$ cat src/inc/serial_ch0_pkg.sv
// Purpose: constants and types shared by the channel 0 clocked serial port
// Assumes: 20 MHz system clock, AXI4-Lite register access with 32-bit data
// Notes: every register sits in the low byte, 8 bits or fewer, upper bits read as zero
package serial_ch0_pkg;

   // timing
   localparam int CLK_SYS_NS = 50;
   localparam int SCK_HALF_SLOW_NS = 400;
   localparam int SCK_HALF_FAST_NS = 200;
   localparam logic [3:0] SCK_HALF_SLOW_CYC = 4'(SCK_HALF_SLOW_NS / CLK_SYS_NS);
   localparam logic [3:0] SCK_HALF_FAST_CYC = 4'(SCK_HALF_FAST_NS / CLK_SYS_NS);

   // register byte offsets
   localparam logic [11:0] OFF_SHIFT = 12'h000;
   localparam logic [11:0] OFF_MODE = 12'h004;
   localparam logic [11:0] OFF_BUSCTL = 12'h008;
   localparam logic [11:0] OFF_SLAVE_ADDR = 12'h00C;
   localparam logic [11:0] OFF_STATUS = 12'h010;
   localparam logic [11:0] OFF_PORT0 = 12'hFF0;

   // serial_mode_reg_ch0 fields
   localparam int MODE_EN_BIT = 7;
   localparam int MODE_MATCH_BIT = 6;
   localparam int MODE_WAKE_BIT = 5;
   localparam int MODE_SEL_LSB = 3;
   localparam int MODE_LSB_FIRST_BIT = 2;
   localparam int MODE_INT_CLK_BIT = 1;
   localparam int MODE_FAST_BIT = 0;
   localparam logic [1:0] MODE_3WIRE = 2'h0;
   localparam logic [1:0] MODE_2WIRE = 2'h1;
   localparam logic [1:0] MODE_ADDR_BUS = 2'h2;

   // bus_interface_control_reg fields
   localparam int BC_REL_TRIG_BIT = 0;
   localparam int BC_CMD_TRIG_BIT = 1;
   localparam int BC_ACK_EN_BIT = 2;
   localparam int BC_BUSY_EN_BIT = 3;
   localparam int BC_PIN_B_BIT = 4;
   localparam int BC_REL_DET_BIT = 5;
   localparam int BC_CMD_DET_BIT = 6;
   localparam int BC_ACK_DET_BIT = 7;

   // status fields
   localparam int ST_IRQ_BIT = 0;
   localparam int ST_ACTIVE_BIT = 1;
   localparam int ST_PENDING_BIT = 2;

   // port 0 latch field and reset values
   localparam int PORT_CLK_LATCH_BIT = 1;
   localparam logic PORT_CLK_LATCH_RST = 1'b1;
   localparam logic [7:0] MODE_RST = 8'h00;

   // AXI responses
   localparam logic [1:0] RESP_OKAY = 2'h0;
   localparam logic [1:0] RESP_SLVERR = 2'h2;

   typedef enum logic [1:0] {
      XFER_IDLE = 2'b00,
      XFER_SHIFT = 2'b01,
      XFER_NINTH = 2'b10
   } xfer_state_type;

endpackage

$ cat src/hdl/clocked_serial_port_ch0.sv
// Purpose: channel 0 clocked serial port with 3-wire, 2-wire and addressed bus modes
// Assumes: AXI4-Lite slave, one write and one read outstanding; pins sampled by clk_sys
// Notes: open-drain and push-pull pins split into in/out/oe_n, oe_n low while driving
//
// Contract
// - stop mode keeps shift register as storage
// - reset gives stop mode, data pins inputs
// - 3-wire shifts falling, captures rising, latch drives
// - stop after eight bits, set irq flag
// - mode bit 2 picks MSB or LSB
// - bit reversal applied on write only
// - 3-wire output push-pull, trigger bits set latch
// - 2-wire data pin open drain from latch
// - 2-wire shifts falling, MSB first, captures rising
// - addressed mode shifts falling, MSB first, captures rising
// - wake-up: irq only on own address match
// - write starts only if enabled and idle
// - enabling after write does not start transfer
// - wake-up keeps pull-down off while receiving
// - write during busy waits for ready high
// - idle internal clock high, pin follows latch
// - clock latch at FF0 bit 1, resets 1
// - bytes classed address, command or data
// - release rising, command falling, clock high
// - receiver holds bus low one clock
// - irq at ninth rising, gated by wake-up
module clocked_serial_port_ch0
   import serial_ch0_pkg::*;
#(
   parameter int ADDR_W = 12
) (
   // clock and reset
   input wire logic clk_sys,
   input wire logic resetn,
   // AXI4-Lite write address
   input wire logic awvalid,
   output logic awready,
   input wire logic [ADDR_W-1:0] awaddr,
   input wire logic [2:0] awprot,
   // AXI4-Lite write data
   input wire logic wvalid,
   output logic wready,
   input wire logic [31:0] wdata,
   input wire logic [3:0] wstrb,
   // AXI4-Lite write response
   output logic bvalid,
   input wire logic bready,
   output logic [1:0] bresp,
   // AXI4-Lite read address
   input wire logic arvalid,
   output logic arready,
   input wire logic [ADDR_W-1:0] araddr,
   input wire logic [2:0] arprot,
   // AXI4-Lite read data
   output logic rvalid,
   input wire logic rready,
   output logic [31:0] rdata,
   output logic [1:0] rresp,
   // serial clock pin
   input wire logic serial_clock_pin_ch0_in,
   output logic serial_clock_pin_ch0_out,
   output logic serial_clock_pin_ch0_oe_n,
   // 3-wire data pins
   output logic serial_out_pin_ch0_out,
   output logic serial_out_pin_ch0_oe_n,
   input wire logic serial_in_pin_ch0_in,
   // open-drain data bus pins
   input wire logic data_bus_pin_a_in,
   output logic data_bus_pin_a_out,
   output logic data_bus_pin_a_oe_n,
   input wire logic data_bus_pin_b_in,
   output logic data_bus_pin_b_out,
   output logic data_bus_pin_b_oe_n,
   // transfer end flag
   output logic serial_irq_flag_ch0
);

   if (ADDR_W < 12) begin : g_addr_check
      $error("ADDR_W must be at least 12 to reach the port latch offset");
   end

   typedef struct packed {
      logic [1:0] sync_clk;
      logic [1:0] sync_si;
      logic [1:0] sync_a;
      logic [1:0] sync_b;
      logic clk_prev;
      logic din_prev;
      xfer_state_type state;
      logic [2:0] bit_cnt;
      logic [7:0] shift;
      logic so_latch;
      logic [7:0] mode;
      logic ack_en;
      logic busy_en;
      logic pin_b;
      logic [7:0] slave_addr;
      logic port_latch;
      logic irq_flag;
      logic pending;
      logic match;
      logic rel_det;
      logic cmd_det;
      logic ack_det;
      logic ack_drive;
      logic busy_drive;
      logic [3:0] div;
      logic sck_int;
      logic aw_held;
      logic [ADDR_W-1:0] aw_addr;
      logic w_held;
      logic [31:0] w_data;
      logic [3:0] w_strb;
      logic awready;
      logic wready;
      logic bvalid;
      logic [1:0] bresp;
      logic arready;
      logic rvalid;
      logic [31:0] rdata;
      logic [1:0] rresp;
      logic sck_out;
      logic sck_oe_n;
      logic so_out;
      logic so_oe_n;
      logic od_out;
      logic a_oe_n;
      logic b_oe_n;
   } regs_type;

   regs_type r_reg;
   regs_type r_next;

   // full-width compare so aliases above the map answer as unmapped
   function automatic logic hit(input logic [ADDR_W-1:0] addr, input logic [11:0] off);
      hit = (addr[ADDR_W-1:2] == (ADDR_W-2)'(off[11:2]));
   endfunction

   function automatic logic [7:0] bit_rev(input logic [7:0] d);
      logic [7:0] o;
      o = '0;
      for (int i = 0; i < 8; i++) begin
         o[i] = d[7-i];
      end
      bit_rev = o;
   endfunction

   always_comb begin
      logic en;
      logic internal;
      logic [1:0] msel;
      logic addr_mode;
      logic od_mode;
      logic clk_level;
      logic rise;
      logic fall;
      logic din;
      logic clock_idle;
      logic wr_do;
      logic wr_shift;
      logic [7:0] wd;
      logic start;
      logic pull;
      logic [3:0] half;
      logic [7:0] rd;
      r_next = r_reg;
      en = r_reg.mode[MODE_EN_BIT];
      internal = r_reg.mode[MODE_INT_CLK_BIT];
      msel = r_reg.mode[MODE_SEL_LSB+1:MODE_SEL_LSB];
      addr_mode = (msel == MODE_ADDR_BUS);
      od_mode = en && (msel == MODE_2WIRE || addr_mode);
      start = 1'b0;
      rd = 8'h00;

      // synchronisers: logic reads only the second stage
      r_next.sync_clk = {r_reg.sync_clk[0], serial_clock_pin_ch0_in};
      r_next.sync_si = {r_reg.sync_si[0], serial_in_pin_ch0_in};
      r_next.sync_a = {r_reg.sync_a[0], data_bus_pin_a_in};
      r_next.sync_b = {r_reg.sync_b[0], data_bus_pin_b_in};

      // internal clock is observed at the pin level so a low port latch really blocks it
      clk_level = internal ? r_reg.sck_out : r_reg.sync_clk[1];
      rise = clk_level && !r_reg.clk_prev;
      fall = !clk_level && r_reg.clk_prev;
      if (msel == MODE_2WIRE || addr_mode) begin
         din = r_reg.pin_b ? r_reg.sync_b[1] : r_reg.sync_a[1];
      end else begin
         din = r_reg.sync_si[1];
      end
      r_next.clk_prev = clk_level;
      r_next.din_prev = din;
      clock_idle = internal || r_reg.sync_clk[1];

      // AXI write channels, address and data taken in either order
      if (awvalid && r_reg.awready) begin
         r_next.aw_held = 1'b1;
         r_next.aw_addr = awaddr;
      end
      if (wvalid && r_reg.wready) begin
         r_next.w_held = 1'b1;
         r_next.w_data = wdata;
         r_next.w_strb = wstrb;
      end
      if (r_reg.bvalid && bready) begin
         r_next.bvalid = 1'b0;
      end
      wr_do = r_reg.aw_held && r_reg.w_held && !r_reg.bvalid;
      wd = r_reg.w_data[7:0];
      wr_shift = 1'b0;
      if (wr_do) begin
         r_next.aw_held = 1'b0;
         r_next.w_held = 1'b0;
         r_next.bvalid = 1'b1;
         r_next.bresp = RESP_OKAY;
         if (hit(r_reg.aw_addr, OFF_SHIFT)) begin
            wr_shift = r_reg.w_strb[0];
         end else if (hit(r_reg.aw_addr, OFF_MODE)) begin
            if (r_reg.w_strb[0]) begin
               r_next.mode = wd;
               r_next.mode[MODE_MATCH_BIT] = 1'b0;
            end
         end else if (hit(r_reg.aw_addr, OFF_BUSCTL)) begin
            if (r_reg.w_strb[0]) begin
               // triggers steer the output latch directly; legal only between transfers
               if (wd[BC_REL_TRIG_BIT]) begin
                  r_next.so_latch = 1'b1;
               end
               if (wd[BC_CMD_TRIG_BIT]) begin
                  r_next.so_latch = 1'b0;
               end
               r_next.ack_en = wd[BC_ACK_EN_BIT];
               r_next.busy_en = wd[BC_BUSY_EN_BIT];
               r_next.pin_b = wd[BC_PIN_B_BIT];
               if (!wd[BC_BUSY_EN_BIT]) begin
                  r_next.busy_drive = 1'b0;
               end
            end
         end else if (hit(r_reg.aw_addr, OFF_SLAVE_ADDR)) begin
            if (r_reg.w_strb[0]) begin
               r_next.slave_addr = wd;
            end
         end else if (hit(r_reg.aw_addr, OFF_STATUS)) begin
            if (r_reg.w_strb[0] && !wd[ST_IRQ_BIT]) begin
               r_next.irq_flag = 1'b0;
            end
         end else if (hit(r_reg.aw_addr, OFF_PORT0)) begin
            if (r_reg.w_strb[0]) begin
               r_next.port_latch = wd[PORT_CLK_LATCH_BIT];
            end
         end else begin
            r_next.bresp = RESP_SLVERR;
         end
      end
      r_next.awready = !r_next.aw_held && !r_next.bvalid;
      r_next.wready = !r_next.w_held && !r_next.bvalid;

      // AXI read channel
      if (r_reg.rvalid && rready) begin
         r_next.rvalid = 1'b0;
      end
      if (arvalid && r_reg.arready) begin
         r_next.rvalid = 1'b1;
         r_next.rresp = RESP_OKAY;
         if (hit(araddr, OFF_SHIFT)) begin
            rd = r_reg.shift;
         end else if (hit(araddr, OFF_MODE)) begin
            rd = r_reg.mode;
            rd[MODE_MATCH_BIT] = r_reg.match;
         end else if (hit(araddr, OFF_BUSCTL)) begin
            rd[BC_ACK_EN_BIT] = r_reg.ack_en;
            rd[BC_BUSY_EN_BIT] = r_reg.busy_en;
            rd[BC_PIN_B_BIT] = r_reg.pin_b;
            rd[BC_REL_DET_BIT] = r_reg.rel_det;
            rd[BC_CMD_DET_BIT] = r_reg.cmd_det;
            rd[BC_ACK_DET_BIT] = r_reg.ack_det;
         end else if (hit(araddr, OFF_SLAVE_ADDR)) begin
            rd = r_reg.slave_addr;
         end else if (hit(araddr, OFF_STATUS)) begin
            rd[ST_IRQ_BIT] = r_reg.irq_flag;
            rd[ST_ACTIVE_BIT] = (r_reg.state != XFER_IDLE);
            rd[ST_PENDING_BIT] = r_reg.pending;
         end else if (hit(araddr, OFF_PORT0)) begin
            rd[PORT_CLK_LATCH_BIT] = r_reg.port_latch;
         end else begin
            r_next.rresp = RESP_SLVERR;
         end
         r_next.rdata = {24'h00_0000, rd};
      end
      r_next.arready = !r_next.rvalid;

      // release and command signalling seen on the bus while the clock is high
      if (od_mode && clk_level && r_reg.clk_prev) begin
         if (din && !r_reg.din_prev) begin
            r_next.rel_det = 1'b1;
            r_next.cmd_det = 1'b0;
         end else if (!din && r_reg.din_prev) begin
            r_next.cmd_det = 1'b1;
         end
      end

      // transfer sequencer
      case (r_reg.state)
         XFER_IDLE: begin
            if (wr_shift) begin
               // reversal only on the write path, shifting always leaves bit 7 first
               if (msel != MODE_2WIRE && !addr_mode && r_reg.mode[MODE_LSB_FIRST_BIT]) begin
                  r_next.shift = bit_rev(wd);
               end else begin
                  r_next.shift = wd;
               end
               if (en) begin
                  if (addr_mode && !din) begin
                     r_next.pending = 1'b1;
                  end else if (clock_idle) begin
                     start = 1'b1;
                  end
               end
            end else if (r_reg.pending && en && din && clock_idle) begin
               start = 1'b1;
            end
         end
         XFER_SHIFT: begin
            if (fall) begin
               r_next.so_latch = r_reg.shift[7];
            end
            if (rise) begin
               r_next.shift = {r_reg.shift[6:0], din};
               r_next.bit_cnt = r_reg.bit_cnt + 3'h1;
               if (r_reg.bit_cnt == 3'h7) begin
                  if (addr_mode) begin
                     // free the bus for the acknowledge clock
                     r_next.state = XFER_NINTH;
                     r_next.so_latch = 1'b1;
                     r_next.ack_drive = r_reg.ack_en;
                  end else begin
                     r_next.state = XFER_IDLE;
                     r_next.irq_flag = 1'b1;
                  end
               end
            end
         end
         XFER_NINTH: begin
            if (rise) begin
               r_next.state = XFER_IDLE;
               r_next.ack_drive = 1'b0;
               r_next.busy_drive = r_reg.busy_en;
               r_next.ack_det = !din;
               // an address byte follows a release; everything else is command or data
               r_next.match = r_reg.rel_det && (r_reg.shift == r_reg.slave_addr);
               if (!r_reg.mode[MODE_WAKE_BIT] || (r_reg.rel_det && r_reg.shift == r_reg.slave_addr)) begin
                  r_next.irq_flag = 1'b1;
               end
            end
         end
         default: begin
            r_next.state = XFER_IDLE;
         end
      endcase

      if (start) begin
         r_next.state = XFER_SHIFT;
         r_next.bit_cnt = 3'h0;
         r_next.pending = 1'b0;
         r_next.ack_det = 1'b0;
         r_next.busy_drive = 1'b0;
      end

      // disabling the channel stops shifting, clears the counter, keeps the flag
      if (!en) begin
         r_next.state = XFER_IDLE;
         r_next.bit_cnt = 3'h0;
         r_next.pending = 1'b0;
         r_next.ack_drive = 1'b0;
         r_next.busy_drive = 1'b0;
      end

      // internal serial clock, parked high whenever no transfer runs
      half = r_reg.mode[MODE_FAST_BIT] ? SCK_HALF_FAST_CYC : SCK_HALF_SLOW_CYC;
      if (r_reg.state != XFER_IDLE && internal) begin
         if (r_reg.div == half - 4'h1) begin
            r_next.div = 4'h0;
            r_next.sck_int = !r_reg.sck_int;
         end else begin
            r_next.div = r_reg.div + 4'h1;
         end
      end else begin
         r_next.div = 4'h0;
         r_next.sck_int = 1'b1;
      end

      // pins
      r_next.sck_oe_n = !internal;
      r_next.sck_out = r_next.sck_int && r_reg.port_latch;
      r_next.so_oe_n = !(en && msel != MODE_2WIRE && !addr_mode);
      r_next.so_out = r_reg.so_latch;
      pull = !r_reg.so_latch;
      if (addr_mode && r_reg.mode[MODE_WAKE_BIT]) begin
         pull = 1'b0;
      end
      pull = pull || r_reg.ack_drive || r_reg.busy_drive;
      r_next.od_out = 1'b0;
      r_next.a_oe_n = !(od_mode && !r_reg.pin_b && pull);
      r_next.b_oe_n = !(od_mode && r_reg.pin_b && pull);
   end

   always_ff @(posedge clk_sys or negedge resetn) begin
      if (!resetn) begin
         r_reg <= '0;
         r_reg.mode <= MODE_RST;
         r_reg.port_latch <= PORT_CLK_LATCH_RST;
         r_reg.so_latch <= 1'b1;
         r_reg.sck_int <= 1'b1;
         r_reg.sck_out <= 1'b1;
         r_reg.sck_oe_n <= 1'b1;
         r_reg.so_out <= 1'b1;
         r_reg.so_oe_n <= 1'b1;
         r_reg.a_oe_n <= 1'b1;
         r_reg.b_oe_n <= 1'b1;
         r_reg.clk_prev <= 1'b1;
      end else begin
         r_reg <= r_next;
      end
   end

   assign awready = r_reg.awready;
   assign wready = r_reg.wready;
   assign bvalid = r_reg.bvalid;
   assign bresp = r_reg.bresp;
   assign arready = r_reg.arready;
   assign rvalid = r_reg.rvalid;
   assign rdata = r_reg.rdata;
   assign rresp = r_reg.rresp;
   assign serial_clock_pin_ch0_out = r_reg.sck_out;
   assign serial_clock_pin_ch0_oe_n = r_reg.sck_oe_n;
   assign serial_out_pin_ch0_out = r_reg.so_out;
   assign serial_out_pin_ch0_oe_n = r_reg.so_oe_n;
   assign data_bus_pin_a_out = r_reg.od_out;
   assign data_bus_pin_a_oe_n = r_reg.a_oe_n;
   assign data_bus_pin_b_out = r_reg.od_out;
   assign data_bus_pin_b_oe_n = r_reg.b_oe_n;
   assign serial_irq_flag_ch0 = r_reg.irq_flag;

endmodule

$ cat config.mk
export PLATFORM = sky130hd
export DESIGN_NAME = clocked_serial_port_ch0
export DESIGN_NICKNAME = d
export VERILOG_FILES = /design/src/inc/serial_ch0_pkg.sv /design/src/hdl/clocked_serial_port_ch0.sv
export SDC_FILE = /design/constraint.sdc
export NUM_CORES = 1
export LEC_CHECK = 0
export BUFFER_PORTS_ARGS = -buffer_cell sky130_fd_sc_hd__clkbuf_2
export CORE_AREA = 2 2 107 119
export CTS_CLUSTER_SIZE = 20
export DETAILED_ROUTE_END_ITERATION = 10
export DIE_AREA = 0 0 109 121
export MAX_ROUTING_LAYER = met4
export PLACE_DENSITY = 0.62
export SKIP_LAST_GASP = 1
export SLEW_MARGIN = 20
export SYNTH_ARGS = -nofsm -noshare
export SYNTH_HDL_FRONTEND = slang
export SYNTH_SLANG_ARGS = --single-unit
$ cat constraint.sdc
create_clock -name clk_sys -period 2.6 [get_ports clk_sys]
set_clock_uncertainty 0.05 [all_clocks]
set_input_delay 0.52 -clock clk_sys [delete_from_list [all_inputs] [get_ports clk_sys]]
set_output_delay 0.52 -clock clk_sys [all_outputs]
set_load 0.02 [all_outputs]
==> results.tsv <==
stage	metric	value	unit
logic_synthesis	yosys_warnings	0	
clock_network	cts.htree.levels	3	
detailed_routing	drt-wirelength-per-cell	15.9	um
worst_setup_path	worstPathRequired	2.81	ns
logic_synthesis	synth_area	0.00494	mm2
floorplanning	io_pins	127	
place	finalWeightedCongestion	0.896	
logic_synthesis	synthMuxAreaShare	0.124	
worst_setup_path	max_stage_delay	0.57	ns
timing	fin_crit	2.13	ns
global_routing	antenna_found_initial	0	
logic_synthesis	synth-seq-cells	98	
logic_synthesis	synthesis.instances	445	
clock_network	cts_tree	yes	
logic_synthesis	syn_avg_cell_area	11.1	um2
clock_network	cts_hold_buf	0	
global_routing	grt_overflow	0	
worst_setup_path	critPathLaunchType	flip-flop	
floorplanning	core-area	0.0119	mm2
logic_synthesis	synth_seq_area_share	0.499	
logic_synthesis	synth.distinct_cells	64	
detailed_routing	wl	10500	um
worst_setup_path	ff2ff_path_depth	5	
logic_synthesis	synth-simple-area-share	0.136	
clock_network	clock_path_buffers	2	
timing	fin_crit_sh	0.818	
worst_setup_path	path_class	reg2reg	
global_routing	grt_pass1_wl	17300	um
clock_network	cts_root_buf	clkbuf_16	
cells_and_area	design_area	0.00556	mm2
worst_setup_path	crit_arrival	2.33	ns
worst_setup_path	worstReg2RegEnd	r_reg[144]	
global_routing	track_usage	0.178	
timing	setup_viol	0	
logic_synthesis	synthXorXnorAreaFrac	0.0231	
clock_network	clock-sinks	98	
timing	tightest_slew	0.640	ns
global_routing	grt_max_degree	40	
logic_synthesis	synth-main-ff-cell	dfrtp_1	
logic_synthesis	synth-async-reset-ratio	1.00	
cells_and_area	synthToLayoutAreaGrowth	12.5	%
timing	relSlewSlack	0.573	
worst_setup_path	worst_setup_path_end_kind	flip-flop	
place	dpl.hpwl	7890	um
cells_and_area	largest_reg_flops	71	
timing	fin_setup_tns	0	ns
detailed_routing	vias_per_cell	5.20	
detailed_routing	antenna_left	0	
timing	holdWs	0.0901	ns
logic_synthesis	synth_compound_area_frac	0.107	
run	maxCapViolations	0	
logic_synthesis	synth_edf_count	0	
detailed_routing	vias	3423	
hold_path	hold_class	in2async	
floorplanning	rows	42	
place	dpl_cell_area	0.00525	mm2
worst_setup_path	reg2reg_setup_slack	0.47	ns
detailed_routing	route.detailed.drc	0	
cells_and_area	layout-drive-gt1-share	0.298	
power_and_ir_drop	leakage	2.55	nW
global_routing	grt_pass1_vias	3408	
logic_synthesis	synthAdderAreaFrac	0.0253	
floorplanning	die_w	109	um
timing	rsz0062_at_grt	false	
detailed_routing	dr.pass1.iters	5	
worst_setup_path	path_cells	inv_1 > ha_1 > nand3_4 > or4_1 > o211ai_1	
floorplanning	initial_utilization	0.414	
clock_network	clkTransAtPathRegs	0.07	ns
cells_and_area	diodes	0	
worst_setup_path	r2r_start	r_reg[144]	
floorplanning	dieHeight	121	um
clock_network	cts_setup_buffers	0	
timing	finalHoldViolCount	0	
worst_setup_path	cpMaxStageDelayCell	ha_1	
outcome	status	finished, final reports clean	
worst_setup_path	cp_max_fo	18	
detailed_routing	drt_iter0_markers	205	
timing	clock.fmax	470	MHz
clock_network	worstSkewPairLatency	0.35	ns
clock_network	numCtsBuffers	9	
power_and_ir_drop	p_per_area	744	mW/mm2
floorplanning	design.die.area	0.0132	mm2
place	portBuffers	61	
clock_network	cts_resized	0	
power_and_ir_drop	vdd_drop_max	0.476	mV
timing	finalMaxSlewViolations	0	
logic_synthesis	synth_top_family_by_area	simple AND/OR/NAND/NOR gates	
cells_and_area	nets	586	
synthesized netlist by cell type, types with 3 or more instances:
cell type	instances	area, um2
nor3_1	5	25.0
buf_2	3	15.0
and2_1	5	31.3
mux4_2	5	113
nor2b_1	3	18.8
dfstp_2	10	263
o31ai_1	3	22.5
nand2b_1	6	37.5
a21boi_0	3	22.5
buf_4	39	293
nand3_1	15	75.1
dfrtp_1	88	2200
xnor2_1	11	96.3
a22o_1	5	43.8
o21ai_0	13	65.1
o21a_1	3	22.5
ha_1	10	125
nor2_1	28	105
nor4_1	4	25.0
a21oi_1	28	140
nand2_1	33	124
mux2i_1	6	60.1
inv_1	17	63.8
nand4_1	5	31.3
nor3b_1	4	30.0
clkbuf_1	9	33.8
mux2_2	38	428
layer usage:
layer	vias to the layer above	wire length, um	track usage	part of all wire
met5	-	0	-	0
met4	0	283	0.0857	0.027
met3	21	609	0.0317	0.058
met2	120	5040	0.271	0.48
met1	1663	4520	0.229	0.43
li1	1619	-	-	-
layout by cell type (no fill, tap or decap), types with 4 or more instances in the layout:
cell type  count
nor2_1        28
dfstp_2       10
conb_1        28
nor3b_1        4
and2_1         5
nand3_1       15
mux2_2        38
a21oi_1       28
xnor2_1       11
nor3_1         5
inv_1         17
mux4_2         5
nand4_1        5
a22o_1         5
o21ai_0       13
nor4_1         4
ha_1          10
buf_4          7
nand2_1       33
clkbuf_2      60
dfrtp_1       88
nand2b_1       6
mux2i_1        6
clkbuf_16      9
cell families after synthesis:
kind of cell	count (synthesis)
compound gates	79
xor+xnor	13
fa+ha+maj	10
buf+inv	70
flops	98
mux	50
other cells	1
simple gates	124
worst max path at each step:
stage | from | endpoint | slack, ns | cells past startpoint
after floorplan | bvalid | r_reg[123] | 0.73 | 6
after CTS | r_reg[96] | r_reg[123] | 0.46 | 5
after detailed placement | r_reg[96] | r_reg[123] | 0.51 | 5
final | r_reg[144] | r_reg[144] | 0.47 | 5
after global routing | r_reg[96] | r_reg[128] | 0.33 | 5
after global placement | r_reg[96] | r_reg[123] | 0.54 | 5
worst max-delay path, delay by kind of cell, from the launching register on:
kind	cells	cell delay [ns]
and+or+nand+nor	2	0.78
adders and majority gates	1	0.57
DFF	1	0.42
AOI/OAI and AO/OA	1	0.11
buffers and inverters	1	0.10
power by group:
group          internal [mW]  leakage [nW]  switching (mW)
Clock                  0.773         0.152           0.556
Sequential              1.76          1.25           0.300
Combinational          0.361          1.15           0.388
layout make-up:
class,instances,area [um2]
multi-input cells,304,2150
clock buffers,10,239
inverters,18,67.6
flip-flops and latches,98,2460
fillers,1111,6370
clock inverters,6,66.3
well taps,154,193
repair buffers,68,373
through the flow:
| stage | total power [mW] | util | setup slack [ns] | instances |
|---|---|---|---|---|
| 3_3_place_gp | 2.80 | 0.440 | 0.535 | 642 |
| 4_1_cts | 4.18 | 0.466 | 0.459 | 658 |
| 3_5_place_dp | 2.83 | 0.440 | 0.509 | 642 |
| 6_report | 4.14 | 0.466 | 0.474 | 658 |
| 2_1_floorplan | 2.59 | - | 0.734 | 472 |
| 5_1_grt | 4.37 | 0.466 | 0.334 | 658 |
(Power assumes the default switching activity.)
